File: config.mk
export PLATFORM = sky130hd
export DESIGN_NAME = tbc_timer
export DESIGN_NICKNAME = d
export VERILOG_FILES = /design/src/tbc_pkg.sv /design/src/tbc_fall_sampler.sv /design/src/tbc_timer.sv
export VERILOG_INCLUDE_DIRS = /design/src
export SDC_FILE = /design/constraint.sdc
export NUM_CORES = 1
export LEC_CHECK = 0
export ABC_AREA = 1
export BUFFER_PORTS_ARGS = -buffer_cell sky130_fd_sc_hd__buf_4
export CORE_UTILIZATION = 44
export DETAILED_ROUTE_END_ITERATION = 8
export PLACE_DENSITY = 0.74
export SYNTH_ARGS = -nofsm -noshare
export SYNTH_HDL_FRONTEND = slang
export SYNTH_SLANG_ARGS = --single-unit
File: constraint.sdc
create_clock -name sys_clk_i -period 1.95 [get_ports sys_clk_i]
set_clock_uncertainty 0.1 [all_clocks]
set_input_delay 0.195 -clock sys_clk_i [delete_from_list [all_inputs] [get_ports sys_clk_i]]
set_output_delay 0.195 -clock sys_clk_i [all_outputs]
set_load 0.03 [all_outputs]
File: src/tbc_map.svh
// register offsets, field positions, reset values and timing counts of the timer
`ifndef TBC_MAP_SVH
`define TBC_MAP_SVH
// byte addresses of the register words
`define TBC_ADDR_CTRL       8'h00
`define TBC_ADDR_MODE       8'h04
`define TBC_ADDR_RLD_LO     8'h08
`define TBC_ADDR_RLD_HI     8'h0C
`define TBC_ADDR_CNT_LO     8'h10
`define TBC_ADDR_CNT_HI     8'h14
// control register fields
`define TBC_CTRL_OVF        7
`define TBC_CTRL_EXF        6
`define TBC_CTRL_RXCLK      5
`define TBC_CTRL_TXCLK      4
`define TBC_CTRL_EXEN       3
`define TBC_CTRL_RUN        2
`define TBC_CTRL_CT         1
`define TBC_CTRL_CPRL       0
// mode register fields
`define TBC_MODE_CKOE       1
// reset values
`define TBC_RST_CTRL        8'h00
`define TBC_RST_MODE        8'h00
`define TBC_RST_BYTE        8'h00
// timing: oscillator periods per machine cycle and per state time
`define TBC_OSC_PER_MC      12
`define TBC_OSC_PER_STATE   2
// phase index of the pin sample point and of the count update point
`define TBC_SAMPLE_PHASE    9
`define TBC_UPDATE_PHASE    4
// overflows per serial bit
`define TBC_BAUD_DIV        16
`endif

File: src/tbc_pkg.sv
// types shared by the timer files
package tbc_pkg;
    // operating mode decoded from the control bits
    typedef enum logic [1:0] {
        TBC_OFF  = 2'b00,
        TBC_AUTO = 2'b01,
        TBC_CAPT = 2'b10,
        TBC_BAUD = 2'b11
    } tbc_mode_e;
    typedef logic [7:0] tbc_byte_t;
endpackage : tbc_pkg

File: src/tbc_fall_sampler.sv
// one sample per machine cycle of a pin, with a one-to-zero detector
`timescale 1ns/1ns
module tbc_fall_sampler (
    // clock and reset
    input  wire logic sys_clk_i,
    input  wire logic rst_i,
    // pin and sample strobe
    input  wire logic pin_i,
    input  wire logic sample_i,
    // detected falling transition, one clock wide
    output logic      fall_o
);
    logic curr_r;    // last sample taken
    logic fall_r;    // registered detection pulse

    // pin is sampled only at the strobe, so a level shorter than a cycle may be missed
    always_ff @(posedge sys_clk_i) begin
        if (rst_i) begin
            curr_r <= 1'b0;
        end else if (sample_i) begin
            curr_r <= pin_i;
        end
    end

    // high in one sample, low in the next: one pulse
    always_ff @(posedge sys_clk_i) begin
        if (rst_i) begin
            fall_r <= 1'b0;
        end else begin
            fall_r <= sample_i & curr_r & ~pin_i;
        end
    end

    assign fall_o = fall_r;
endmodule : tbc_fall_sampler

File: src/tbc_timer.sv
// 16-bit timer/counter with capture, auto-reload, baud and clock-out modes
// Functional notes
// - 16-bit count, timer or counter
// - timer counts each machine cycle
// - count pin read at sample phase
// - count updates at next update phase
// - edge spans two machine cycles
// - mode from run, serial, capture
// - serial select gives baud mode
// - baud rollover reloads from pair
// - baud timer counts per state time
// - bit rate is overflow rate/16
// - baud rollover sets no flag
// - baud trigger sets flag only
// - clock-out: timer select 0, enable 1
// - clock-out toggles per overflow
// - pin: port, count input, clock-out
// - clock-out no flag, shared reload
//
// Local design decisions: the AXI4-Lite register port and the register addresses.
`timescale 1ns/1ns
`include "tbc_map.svh"
module tbc_timer #(
    parameter int MC_CLKS   = `TBC_OSC_PER_MC,
    parameter int ST_CLKS   = `TBC_OSC_PER_STATE,
    parameter int SMP_PH    = `TBC_SAMPLE_PHASE,
    parameter int UPD_PH    = `TBC_UPDATE_PHASE,
    parameter int BAUD_DIV  = `TBC_BAUD_DIV
) (
    // clock and reset
    input  wire logic        sys_clk_i,
    input  wire logic        rst_i,
    // axi4-lite write address and data
    input  wire logic [7:0]  s_axi_awaddr,
    input  wire logic        s_axi_awvalid,
    output logic             s_axi_awready,
    input  wire logic [31:0] s_axi_wdata,
    input  wire logic [3:0]  s_axi_wstrb,
    input  wire logic        s_axi_wvalid,
    output logic             s_axi_wready,
    // axi4-lite write response
    output logic [1:0]       s_axi_bresp,
    output logic             s_axi_bvalid,
    input  wire logic        s_axi_bready,
    // axi4-lite read
    input  wire logic [7:0]  s_axi_araddr,
    input  wire logic        s_axi_arvalid,
    output logic             s_axi_arready,
    output logic [31:0]      s_axi_rdata,
    output logic [1:0]       s_axi_rresp,
    output logic             s_axi_rvalid,
    input  wire logic        s_axi_rready,
    // shared port pin and its ordinary port function
    input  wire logic        port_pin_i,
    output logic             port_pin_o,
    output logic             port_pin_oe_n_o,
    input  wire logic        gp_data_i,
    input  wire logic        gp_drive_i,
    // external trigger pin
    input  wire logic        trig_pin_i,
    // serial port clocks and status flags
    output logic             tx_bit_tick_o,
    output logic             rx_bit_tick_o,
    output logic             overflow_flag_o,
    output logic             ext_edge_flag_o
);
    // refuse phase figures the sequencer cannot serve
    if (MC_CLKS < 4 || MC_CLKS > 255 || ST_CLKS < 1 || (MC_CLKS % ST_CLKS) != 0 ||
        SMP_PH >= MC_CLKS || UPD_PH >= MC_CLKS || BAUD_DIV < 2 || BAUD_DIV > 256) begin : g_chk
        $error("tbc_timer: unsupported phase or divider parameters");
    end

    localparam logic [7:0] MC_LAST  = 8'(MC_CLKS - 1);
    localparam logic [7:0] ST_LAST  = 8'(ST_CLKS - 1);
    localparam logic [7:0] SMP_AT   = 8'(SMP_PH);
    localparam logic [7:0] UPD_AT   = 8'(UPD_PH);
    localparam logic [7:0] BD_LAST  = 8'(BAUD_DIV - 1);
    localparam logic [1:0] RESP_OK  = 2'b00;
    localparam logic [1:0] RESP_ERR = 2'b10;

    // word decode, used by both bus channels
    function automatic logic is_mapped(input logic [7:0] a);
        is_mapped = (a == `TBC_ADDR_CTRL) || (a == `TBC_ADDR_MODE) ||
                    (a == `TBC_ADDR_RLD_LO) || (a == `TBC_ADDR_RLD_HI) ||
                    (a == `TBC_ADDR_CNT_LO) || (a == `TBC_ADDR_CNT_HI);
    endfunction : is_mapped

    // software visible state
    logic [7:0]  timer_control_reg;     // control bits and the two flags
    logic [7:0]  timer_mode_reg;        // clock-out enable
    logic [15:0] reload_r;              // reload/capture pair, high:low
    logic [15:0] count_r;               // count, high:low
    // phase sequencer
    logic [7:0]  phase_r;               // clock within a machine cycle
    logic [7:0]  st_r;                  // clock within a state time
    // internal state
    logic        cnt_pend_r;            // edge seen, waiting for update phase
    logic        clk_out_r;             // clock-out level
    logic        pin_r;                 // registered pin value
    logic        pin_oe_n_r;            // registered pin enable
    logic [7:0]  bdiv_r;                // overflow to bit prescaler
    logic        tx_tick_r;             // transmit bit pulse
    logic        rx_tick_r;             // receive bit pulse
    // bus side state
    logic        aw_got_r;              // write address held
    logic        w_got_r;               // write data held
    logic [7:0]  aw_addr_r;             // held write address
    logic [31:0] w_data_r;              // held write data
    logic        w_lane0_r;             // byte lane 0 enabled
    logic        bvalid_r;              // write response pending
    logic [1:0]  bresp_r;               // write response code
    logic        rvalid_r;              // read response pending
    logic [31:0] rdata_r;               // read data
    logic [1:0]  rresp_r;               // read response code

    // decoded control bits
    logic ct_sel, run, cprl, exen, txclk, rxclk, ckoe;
    assign ct_sel = timer_control_reg[`TBC_CTRL_CT];
    assign run    = timer_control_reg[`TBC_CTRL_RUN];
    assign cprl   = timer_control_reg[`TBC_CTRL_CPRL];
    assign exen   = timer_control_reg[`TBC_CTRL_EXEN];
    assign txclk  = timer_control_reg[`TBC_CTRL_TXCLK];
    assign rxclk  = timer_control_reg[`TBC_CTRL_RXCLK];
    assign ckoe   = timer_mode_reg[`TBC_MODE_CKOE];

    tbc_pkg::tbc_mode_e mode;
    always_comb begin
        if (!run) begin
            mode = tbc_pkg::TBC_OFF;
        end else if (txclk || rxclk) begin
            mode = tbc_pkg::TBC_BAUD;
        end else if (cprl) begin
            mode = tbc_pkg::TBC_CAPT;
        end else begin
            mode = tbc_pkg::TBC_AUTO;
        end
    end

    // clock-out needs timer select low and enable high
    logic clkout_mode;
    assign clkout_mode = ckoe & ~ct_sel;

    // phase sequencer: machine cycles and state times from the clock
    always_ff @(posedge sys_clk_i) begin
        if (rst_i) begin
            phase_r <= 8'h00;
            st_r    <= 8'h00;
        end else begin
            phase_r <= (phase_r == MC_LAST) ? 8'h00 : phase_r + 8'h01;
            st_r    <= (st_r == ST_LAST) ? 8'h00 : st_r + 8'h01;
        end
    end

    logic mc_tick, st_tick, smp_tick, upd_tick;
    assign mc_tick  = (phase_r == MC_LAST);
    assign st_tick  = (st_r == ST_LAST);
    assign smp_tick = (phase_r == SMP_AT);
    assign upd_tick = (phase_r == UPD_AT);

    // count pin sampled once per machine cycle
    // shared pin doubles as the count input
    logic cnt_fall, trig_fall;
    tbc_fall_sampler u_cnt_smp (
        .sys_clk_i (sys_clk_i),
        .rst_i     (rst_i),
        .pin_i     (port_pin_i),
        .sample_i  (smp_tick),
        .fall_o    (cnt_fall)
    );
    // trigger pin follows the same sample point
    tbc_fall_sampler u_trg_smp (
        .sys_clk_i (sys_clk_i),
        .rst_i     (rst_i),
        .pin_i     (trig_pin_i),
        .sample_i  (smp_tick),
        .fall_o    (trig_fall)
    );

    // hold the detected edge until the next update phase
    // so recognition spans two machine cycles
    always_ff @(posedge sys_clk_i) begin
        if (rst_i) begin
            cnt_pend_r <= 1'b0;
        end else if (cnt_fall) begin
            cnt_pend_r <= 1'b1;
        end else if (upd_tick) begin
            cnt_pend_r <= 1'b0;
        end
    end

    // count enable per source; clock-out runs on state times too
    logic fast, inc, ovf, cnt_run;
    assign fast    = ((mode == tbc_pkg::TBC_BAUD) || clkout_mode) && !ct_sel;
    assign cnt_run = run;
    // source chosen by the timer/counter select
    always_comb begin
        if (!cnt_run) begin
            inc = 1'b0;
        end else if (ct_sel) begin
            inc = cnt_pend_r & upd_tick;
        end else if (fast) begin
            inc = st_tick;
        end else begin
            inc = mc_tick;
        end
    end
    assign ovf = inc && (count_r == 16'hFFFF);

    // reload on rollover in every mode except capture with clock-out off
    logic reload_on_ovf;
    assign reload_on_ovf = (mode == tbc_pkg::TBC_BAUD) || clkout_mode ||
                           (mode == tbc_pkg::TBC_AUTO);
    // no overflow flag in baud or clock-out
    logic ovf_flag_set;
    assign ovf_flag_set = ovf && (mode != tbc_pkg::TBC_BAUD) && !clkout_mode;
    // edge flag in every mode while enabled
    logic exf_set;
    assign exf_set = trig_fall & exen;
    // capture only outside baud mode, capture select set
    logic capt;
    assign capt = exf_set && !(txclk || rxclk) && cprl;

    // bus write strobe, taken when both halves are held and no answer pends
    logic wr_go;
    assign wr_go = aw_got_r && w_got_r && !bvalid_r;
    function automatic logic wr_hit(input logic [7:0] a);
        wr_hit = wr_go && w_lane0_r && (aw_addr_r == a);
    endfunction : wr_hit

    // control register; hardware set wins over a software clear
    always_ff @(posedge sys_clk_i) begin
        if (rst_i) begin
            timer_control_reg <= `TBC_RST_CTRL;
        end else begin
            if (wr_hit(`TBC_ADDR_CTRL)) begin
                timer_control_reg <= w_data_r[7:0];
            end
            if (ovf_flag_set) begin
                timer_control_reg[`TBC_CTRL_OVF] <= 1'b1;
            end
            if (exf_set) begin
                timer_control_reg[`TBC_CTRL_EXF] <= 1'b1;
            end
        end
    end

    // mode register, only the clock-out enable is kept
    always_ff @(posedge sys_clk_i) begin
        if (rst_i) begin
            timer_mode_reg <= `TBC_RST_MODE;
        end else if (wr_hit(`TBC_ADDR_MODE)) begin
            timer_mode_reg <= {6'h00, w_data_r[`TBC_MODE_CKOE], 1'b0};
        end
    end

    // reload/capture pair; capture beats a software write
    // writes while running in baud mode may collide with a reload
    always_ff @(posedge sys_clk_i) begin
        if (rst_i) begin
            reload_r <= {`TBC_RST_BYTE, `TBC_RST_BYTE};
        end else if (capt) begin
            reload_r <= count_r;
        end else begin
            if (wr_hit(`TBC_ADDR_RLD_LO)) begin
                reload_r[7:0] <= w_data_r[7:0];
            end
            if (wr_hit(`TBC_ADDR_RLD_HI)) begin
                reload_r[15:8] <= w_data_r[7:0];
            end
        end
    end

    // count; a software write overrides counting in that cycle
    always_ff @(posedge sys_clk_i) begin
        if (rst_i) begin
            count_r <= {`TBC_RST_BYTE, `TBC_RST_BYTE};
        end else begin
            if (ovf && reload_on_ovf) begin
                count_r <= reload_r;
            end else if (inc) begin
                count_r <= count_r + 16'h0001;
            end
            if (wr_hit(`TBC_ADDR_CNT_LO)) begin
                count_r[7:0] <= w_data_r[7:0];
            end
            if (wr_hit(`TBC_ADDR_CNT_HI)) begin
                count_r[15:8] <= w_data_r[7:0];
            end
        end
    end

    // toggle on each overflow gives a square wave at half that rate
    always_ff @(posedge sys_clk_i) begin
        if (rst_i) begin
            clk_out_r <= 1'b0;
        end else if (!clkout_mode) begin
            clk_out_r <= 1'b0;
        end else if (ovf) begin
            clk_out_r <= ~clk_out_r;
        end
    end

    // pin carries clock-out when enabled, else the port
    always_ff @(posedge sys_clk_i) begin
        if (rst_i) begin
            pin_r      <= 1'b1;
            pin_oe_n_r <= 1'b1;
        end else if (clkout_mode) begin
            pin_r      <= clk_out_r;
            pin_oe_n_r <= 1'b0;
        end else begin
            pin_r      <= gp_data_i;
            pin_oe_n_r <= ~gp_drive_i;
        end
    end

    // one bit pulse per sixteen overflows in baud mode
    logic bd_wrap;
    assign bd_wrap = ovf && (mode == tbc_pkg::TBC_BAUD) && (bdiv_r == BD_LAST);
    always_ff @(posedge sys_clk_i) begin
        if (rst_i) begin
            bdiv_r    <= 8'h00;
            tx_tick_r <= 1'b0;
            rx_tick_r <= 1'b0;
        end else begin
            if (mode != tbc_pkg::TBC_BAUD) begin
                bdiv_r <= 8'h00;
            end else if (ovf) begin
                bdiv_r <= bd_wrap ? 8'h00 : bdiv_r + 8'h01;
            end
            tx_tick_r <= bd_wrap & txclk;
            rx_tick_r <= bd_wrap & rxclk;
        end
    end

    // write channel: address and data taken in either order
    always_ff @(posedge sys_clk_i) begin
        if (rst_i) begin
            aw_got_r  <= 1'b0;
            w_got_r   <= 1'b0;
            aw_addr_r <= 8'h00;
            w_data_r  <= 32'h00000000;
            w_lane0_r <= 1'b0;
        end else if (wr_go) begin
            aw_got_r <= 1'b0;
            w_got_r  <= 1'b0;
        end else begin
            if (s_axi_awvalid && !aw_got_r) begin
                aw_got_r  <= 1'b1;
                aw_addr_r <= {s_axi_awaddr[7:2], 2'b00};
            end
            if (s_axi_wvalid && !w_got_r) begin
                w_got_r   <= 1'b1;
                w_data_r  <= s_axi_wdata;
                w_lane0_r <= s_axi_wstrb[0];
            end
        end
    end

    // write response, one cycle after both halves are held
    always_ff @(posedge sys_clk_i) begin
        if (rst_i) begin
            bvalid_r <= 1'b0;
            bresp_r  <= RESP_OK;
        end else if (wr_go) begin
            bvalid_r <= 1'b1;
            bresp_r  <= is_mapped(aw_addr_r) ? RESP_OK : RESP_ERR;
        end else if (s_axi_bready) begin
            bvalid_r <= 1'b0;
        end
    end

    assign s_axi_awready = !aw_got_r && !bvalid_r;
    assign s_axi_wready  = !w_got_r && !bvalid_r;
    assign s_axi_bvalid  = bvalid_r;
    assign s_axi_bresp   = bresp_r;

    // read channel; unmapped words read zero with an error
    logic [7:0] ra;
    assign ra = {s_axi_araddr[7:2], 2'b00};
    always_ff @(posedge sys_clk_i) begin
        if (rst_i) begin
            rvalid_r <= 1'b0;
            rdata_r  <= 32'h00000000;
            rresp_r  <= RESP_OK;
        end else if (s_axi_arvalid && !rvalid_r) begin
            rvalid_r <= 1'b1;
            rresp_r  <= is_mapped(ra) ? RESP_OK : RESP_ERR;
            unique case (ra)
                `TBC_ADDR_CTRL:   rdata_r <= {24'h000000, timer_control_reg};
                `TBC_ADDR_MODE:   rdata_r <= {24'h000000, timer_mode_reg};
                `TBC_ADDR_RLD_LO: rdata_r <= {24'h000000, reload_r[7:0]};
                `TBC_ADDR_RLD_HI: rdata_r <= {24'h000000, reload_r[15:8]};
                `TBC_ADDR_CNT_LO: rdata_r <= {24'h000000, count_r[7:0]};
                `TBC_ADDR_CNT_HI: rdata_r <= {24'h000000, count_r[15:8]};
                default:          rdata_r <= 32'h00000000;
            endcase
        end else if (s_axi_rready) begin
            rvalid_r <= 1'b0;
        end
    end

    assign s_axi_arready = !rvalid_r;
    assign s_axi_rvalid  = rvalid_r;
    assign s_axi_rdata   = rdata_r;
    assign s_axi_rresp   = rresp_r;

    // status and serial outputs, all from flip-flops
    assign port_pin_o      = pin_r;
    assign port_pin_oe_n_o = pin_oe_n_r;
    assign tx_bit_tick_o   = tx_tick_r;
    assign rx_bit_tick_o   = rx_tick_r;
    assign overflow_flag_o = timer_control_reg[`TBC_CTRL_OVF];
    assign ext_edge_flag_o = timer_control_reg[`TBC_CTRL_EXF];
endmodule : tbc_timer

Word-level counts from Yosys, hierarchy flattened
Cells that the tools add are included.
Widths: inputs -> output; s select.
{ "op_classes": {"n_addsub": 4, "eq_ne": 19, "n_mux": 28, "bitwise_logic": 16, "reduce_logical": 61} }
{ "op_table": {"columns": ["operator", "n"], "rows": [
  ["$mux 16", 3],
  ["$mux 8", 6],
  ["$pmux 8 s6", 1],
  ["$add 8x1->8 const B", 3],
  ["$eq 6x2->1 const B", 4],
  ["$eq 6x3->1 const B", 4],
  ["$eq 8x4->1 const B", 3],
  ["$logic_and 1x1->1", 23],
  ["$add 16x1->16 const B", 1],
  ["$eq 16x16->1 const B", 1],
  ["$logic_not 8->1", 2],
  ["$reduce_bool 2->1", 7],
  ["$logic_or 1x1->1", 13],
  ["$mux 1", 13],
  ["$eq 6x1->1 const B", 2],
  ["$mux 2", 5],
  ["$reduce_or 2->1", 5],
  ["$and 1x1->1", 9],
  ["$eq 8x1->1 const B", 1],
  ["$eq 8x3->1 const B", 1],
  ["$logic_not 1->1", 7],
  ["$not 1->1", 7],
  ["$reduce_bool 3->1", 2],
  ["$reduce_and 2->1", 2],
  ["3 further kinds", 3]
]} }
{ "totals": {"regBits": 130, "input_bits": 63, "output_inout_bits": 47, "word_cells": 159} }

Depth between registers and ports, before layout
{ "depth": {"depth_word": 13, "ltp_mapped": 14, "depth_no_buf": 13} }

Modules after synthesis
Synthesis repeated with hierarchy kept, for this count alone.
{ "hier_totals": {"hier_cells": 807, "area_unflattened_um2": 5579.1} }
{ "modules_own_cells": {"columns": ["mod", "n_inst", "cells_each", "area_each_um2", "seq_area_each_um2"], "rows": [
  ["tbc_timer", 1, 787, 5429.0, 2001.9],
  ["tbc_fall_sampler", 2, 10, 75.1, 40.0]
]} }

Worst setup path after synthesis
No wires, ideal clock.
{ "synth_path": {"kind": "reg-to-reg", "start": "reg bvalid_r (netlist: s_axi_bvalid)", "end": "reg reload_r[9]", "setup_time_ns": 0.132, "arrival_ns": 1.618, "t_required_ns": 1.718, "slack_ns": 0.100, "path_stages_with_launch": 11, "path_buffers": 0, "period_less_slack_ns": 1.850, "cell_sequence": "dfxtp_1 nor2_1 nand2_1 nor2_2 inv_2 nor3_2 nand2_1 nor2_4 nor2_1 nand2_1 a31oi_1"} }
{ "synth_between": {"elab_chain_len": 5} }
{ "synth_rtl": {"columns": ["element", "line_no", "rtl"], "rows": [
  ["start, declared", "tbc_timer.sv:110", "logic bvalid_r;"],
  ["start signal, assigned", "tbc_timer.sv:363", "bvalid_r <= 1'b0;"],
  ["start signal, assigned", "tbc_timer.sv:366", "bvalid_r <= 1'b1;"],
  ["start signal, assigned", "tbc_timer.sv:369", "bvalid_r <= 1'b0;"],
  ["$logic_not 1->1", "tbc_timer.sv:225", "assign wr_go = aw_got_r && w_got_r && !bvalid_r;"],
  ["$logic_and 1x1->1", "tbc_timer.sv:225", null],
  ["$logic_and 1x1->1 (2 in a row)", "tbc_timer.sv:227", "wr_hit = wr_go && w_lane0_r && (aw_addr_r == a);"],
  ["$reduce_bool 2->1 (no source line)", null, null],
  ["end signal, assigned", "tbc_timer.sv:260", "reload_r <= {`TBC_RST_BYTE, `TBC_RST_BYTE};"],
  ["end signal, assigned", "tbc_timer.sv:262", "reload_r <= count_r;"],
  ["end signal, assigned", "tbc_timer.sv:268", "reload_r[15:8] <= w_data_r[7:0];"],
  ["end, declared", "tbc_timer.sv:91", "logic [15:0] reload_r;"]
]} }
No other way between the ends.
A chain may end at the register's enable or synchronous reset.

Final worst setup path
{ "layout_path": {"start": "reg count_r[1]", "end": "reg count_r[4]"} }
{ "layout_between": {"elab_chain_len": 5, "elab_cells_between_ends": 8, "classes_between": "add/sub: 1; eq/ne: 1; mux: 3; reduce/logical: 3"} }
{ "layout_rtl": {"columns": ["element", "line_no", "rtl"], "rows": [
  ["start, declared", "tbc_timer.sv:92", "logic [15:0] count_r;"],
  ["start signal, assigned", "tbc_timer.sv:276", "count_r <= {`TBC_RST_BYTE, `TBC_RST_BYTE};"],
  ["start signal, assigned", "tbc_timer.sv:279", "count_r <= reload_r;"],
  ["start signal, assigned", "tbc_timer.sv:281", "count_r <= count_r + 16'h0001;"],
  ["branches (longest 5 deep; another with $add 16x1->16)", null, null]
]} }
Parallel ways; which one is timed is not known. The select of a mux whose other input is x is not followed.

==> results list <==
* Result of the run: complete, but fails checks
- Violations in the final reports: negative setup slack
- Setup repair after global routing could not meet its margin everywhere.
* Asr flop ratio synth: 0
- Layout overhead on the synthesized area: 29.8%
- Synthesis produced 808 cells.
- For this run, global-route usage on met1 was measured as 0.321.
- Total number of clock tree sinks: 104
- Type of the tightest min-delay check: input pin to register
- Max capacitance violation total: 0
- Worst stage delay on the critical path: 350 ps
- The clock tree synthesis step divided the H-tree into 3 levels.
* Post-synthesis cell area: ~5600 um^2
* Global Route Usage Sum: 0.241
* DR vias/cell: between 5 and 6
- Global routing usage on met2: 0.395
- Fraction of post-synthesis cell area in the top cell type by area: 0.372
- Of all nets on the critical path, the largest fanout is 6.
- Summed over all instances, the cell type with the most area after synthesis is dfxtp_1.
- For this configuration, the core starts out at a cell density of 0.459.
* Boundary pin count: 110
- Xor and xnor fraction of the mapped netlist area: 0.0219
- Sort of element at the start of the critical path: register
- Final GP Congestion: 0.971
- The finished layout holds between 1000 and 1500 standard cells, fillers aside.
- Maximum number of pins on one net before global-route repair: 30
- Total cell area at the placement stage: between 6000 and 7000 um^2
- TritonCTS built the clock tree.
* Leading cell types in the layout, fill and taps excluded: nand2_1, buf_4, inv_1, dfxtp_1, nor2_1
- Worst hold-check slack: 12.2 ps
- Later-pin clock latency in the skew report: approximately 350 ps
- Critical path buffer and inverter count: 1
- Number of nets with antenna violations after routing: 0
- Ranked by total cell area, the synthesized netlist is headed by dfxtp_1, nand2_1, inv_1.
- Buffers placed on the I/O ports in this run total 52.
- Flip-flop cell with the highest count after synthesis: dfxtp_1
- The final count of hold timing violations was 0.
- The worst setup path is of the register to register kind.
- Worst voltage drop across the vdd grid: roughly 410 uV
- Overall die area: 13200 um^2
- Pwr per Cell Area: 610 nW/um^2
- In the routed design, unresolved DRC markers number 0.
- Nets: ~1000
- Synthesis instantiated 48 different standard cells from the library.
- The die is 115 um tall.
* Worst slew margin relative to its limit: 0.639
* Post-synthesis register bit count: around 100
- Total count of max-transition violations in the final report: 0
- Floorplan core area: 12200 um^2
* Int Power: 0.00323 W
- The number of antenna violations at the first check in global routing is 0.
* CTS Root Buffer Type: clkbuf_16
* Required time of the worst setup path: roughly 2100 ps
* Remaining Overflow, GRT: 0
* Crit-path cells: ha_4 > nand2_4 > nor3_4 > nand4_4 > nor2_8 > nand3_4 > buf_6 > nand2_1 > nand3_1 > a21oi_2
- For this run, the register share of the synthesized area comes to 0.372.
- Static Leak: ~3.1 nW
- The Yosys step of the flow raised 0 warnings.
* Leading cell type in the layout, fill and taps excluded: nand2_1
- Final setup slack of the worst path: -15.6 ps
* Net switching power: between 0.001 and 0.0015 W
- For this run, the share of the core covered by cells in the final layout is 0.595.
* Floorplan row count: 40
- Adder-cell share of the synthesized area: 0.0156
* Mean area per synthesized cell: ~6.9 um^2
- Net Sw Frac: 0.273
* Wire length per cell after detailed routing: around 14 um
- Nature of the critical path endpoint: register
* Max Fclk: roughly 510 MHz
* Final setup violation count: 10
- In this run the most used layer during global routing was met2.
- Share of layout cells above drive strength 1: 0.246
- At the pin with the least slew margin, the transition time is approximately 540 ps.
- Data arrives at the worst endpoint at ~2200 ps.
* Startpoint of the most critical hold path: s_axi_wvalid
* Horiz. Die Dim: 115 um
* Critical Path Start: count_r[1]
- Counting tap cells, the placed design contains a total of about 1100 instances.
* Number of clock buffers inserted by TritonCTS: 9
* Clock input transition at the sequential cells of the worst setup and hold paths: 70 ps
- Detailed routing inserted a total of ~5700 vias.
* Cell family with the largest share of critical-path delay: simple AND/OR/NAND/NOR gates
* Sequential group share of total power: 0.499
- In this run, synthesis inferred 0 flip-flops with an integrated enable.
- The clock passes through at most 2 buffers.
* Detailed Route WL: approximately 16 mm
- Detailed placement finished with a half-perimeter wire length of between 10 and 15 mm.
- Antenna diode count: 0
* Clock network power share: 0.392
- Post-synthesis compound-gate area fraction: 0.179
- In the final layout, the registers with the most flip-flops are count_r x16, reload_r x16.
- Mux cell area share after synthesis: 0
- In the finished design, the share of the clock period the worst path needs comes to 1.01.
* Simple-gate area share of the yosys netlist: 0.279
- For this design, the slowest cell found on the critical path is dfxtp_2.
- Global-route wire length before repair: about 25 mm
* Violation count after the first detailed-routing iteration: between 400 and 500
- The number of global-route vias before repair was around 5300.
* Setup TNS: -69.0 ps
- After routing the design area is about 7300 um^2.
- After layout, the minimum clock period comes to 1970 ps.
- For this run, the detailed router's first-pass iteration total came to 7.
- Met3 track utilization from global routing: 0.0358
* Crit Reg-Reg Startpoint: count_r[1]
- Combinational family with the most area after synthesis: simple AND/OR/NAND/NOR gates
- Fill cells in the final layout number ~1100.
* Combinational share of power: 0.109
-- stage by stage --
stage	setup WS [ps]	total power (W)
2_1_floorplan	99.6	0.00256
3_3_place_gp	-78.7	0.00269
3_5_place_dp	-167	0.00270
4_1_cts	2.76	0.00444
5_1_grt	-153	0.00459
6_report	-15.6	0.00444
-- power groups by stage --
| stage | clock network, W | registers (W) | logic (W) |
|---|---|---|---|
| floorplan | 0 | 0.00227 | 0.000288 |
| finish | 0.00174 | 0.00221 | 0.000482 |
| global route | 0.00184 | 0.00222 | 0.000527 |
| global placement | 0 | 0.00226 | 0.000433 |
| CTS | 0.00177 | 0.00221 | 0.000461 |
| detailed placement | 0 | 0.00226 | 0.000438 |
-- synth_stat cells (2+ instances only) --
cell      count
nand2_1     159
inv_1       120
dfxtp_1     104
nor2_1       92
a21oi_1      80
o21ai_0      48
nand3_1      31
buf_4        26
a22oi_1      13
nand4_1      12
xor2_1       12
nor3_1       10
clkbuf_1      8
nor2_2        8
ha_1          7
o22ai_1       6
o31ai_1       6
inv_2         5
nor2_4        5
nor4_1        5
o21ai_1       5
o211ai_1      4
a31oi_1       3
nor3b_1       3
o21ai_2       3
buf_1         2
buf_2         2
buf_6         2
nand2_2       2
nand3b_1      2
nor2_8        2
nor3_2        2
nor3_4        2
o221ai_1      2
xnor2_1       2
-- cells by family after synthesis --
| kind of cell | count (synthesis) |
|---|---|
| simple gates | 339 |
| compound gates | 177 |
| buf+inv | 166 |
| flops | 104 |
| xor+xnor | 14 |
| fa+ha+maj | 7 |
| other cells | 1 |
-- final cells by class --
class                           count  area, um^2  area share
Multi-Input combinational cell    563        3080       0.423
Clock inverter                      7        53.8     0.00740
Clock buffer                        9         225      0.0310
Inverter                          126         474      0.0652
Timing Repair Buffer              145        1140       0.157
Sequential cell                   104        2090       0.287
Tap cell                          168         210      0.0289
-- metal layers --
| layer | share of wire | wire length (um) |
|---|---|---|
| met1 | 0.43 | 6690 |
| met2 | 0.46 | 7160 |
| met3 | 0.080 | 1240 |
| met4 | 0.030 | 460 |
| met5 | 0 | 0 |
-- final timing paths --
check / end / slack (ps) / cells after the start
min: w_got_r / 10 / 3
max: count_r[4] / -20 / 10
max reg2reg: count_r[4] / -20 / 10
min reg2reg: cnt_pend_r / 340 / 2
-- worst min-delay path, delay by kind of cell --
kind | cells | cell delay, ps
AO/OA/AOI/OAI | 1 | 60
buffers and inverters | 2 | 170
-- repair_timing --
action | 4_1_cts | 5_1_grt
hold endpoints to repair | 10 | 0
hold buffers | 10 | 0
resized for setup | 14 | 53
pin swaps | 9 | 23
gates cloned | 0 | 0
buffers inserted | 4 | 6
endpoints found under the setup margin | 20 | 43
(Power assumes the default switching activity.)
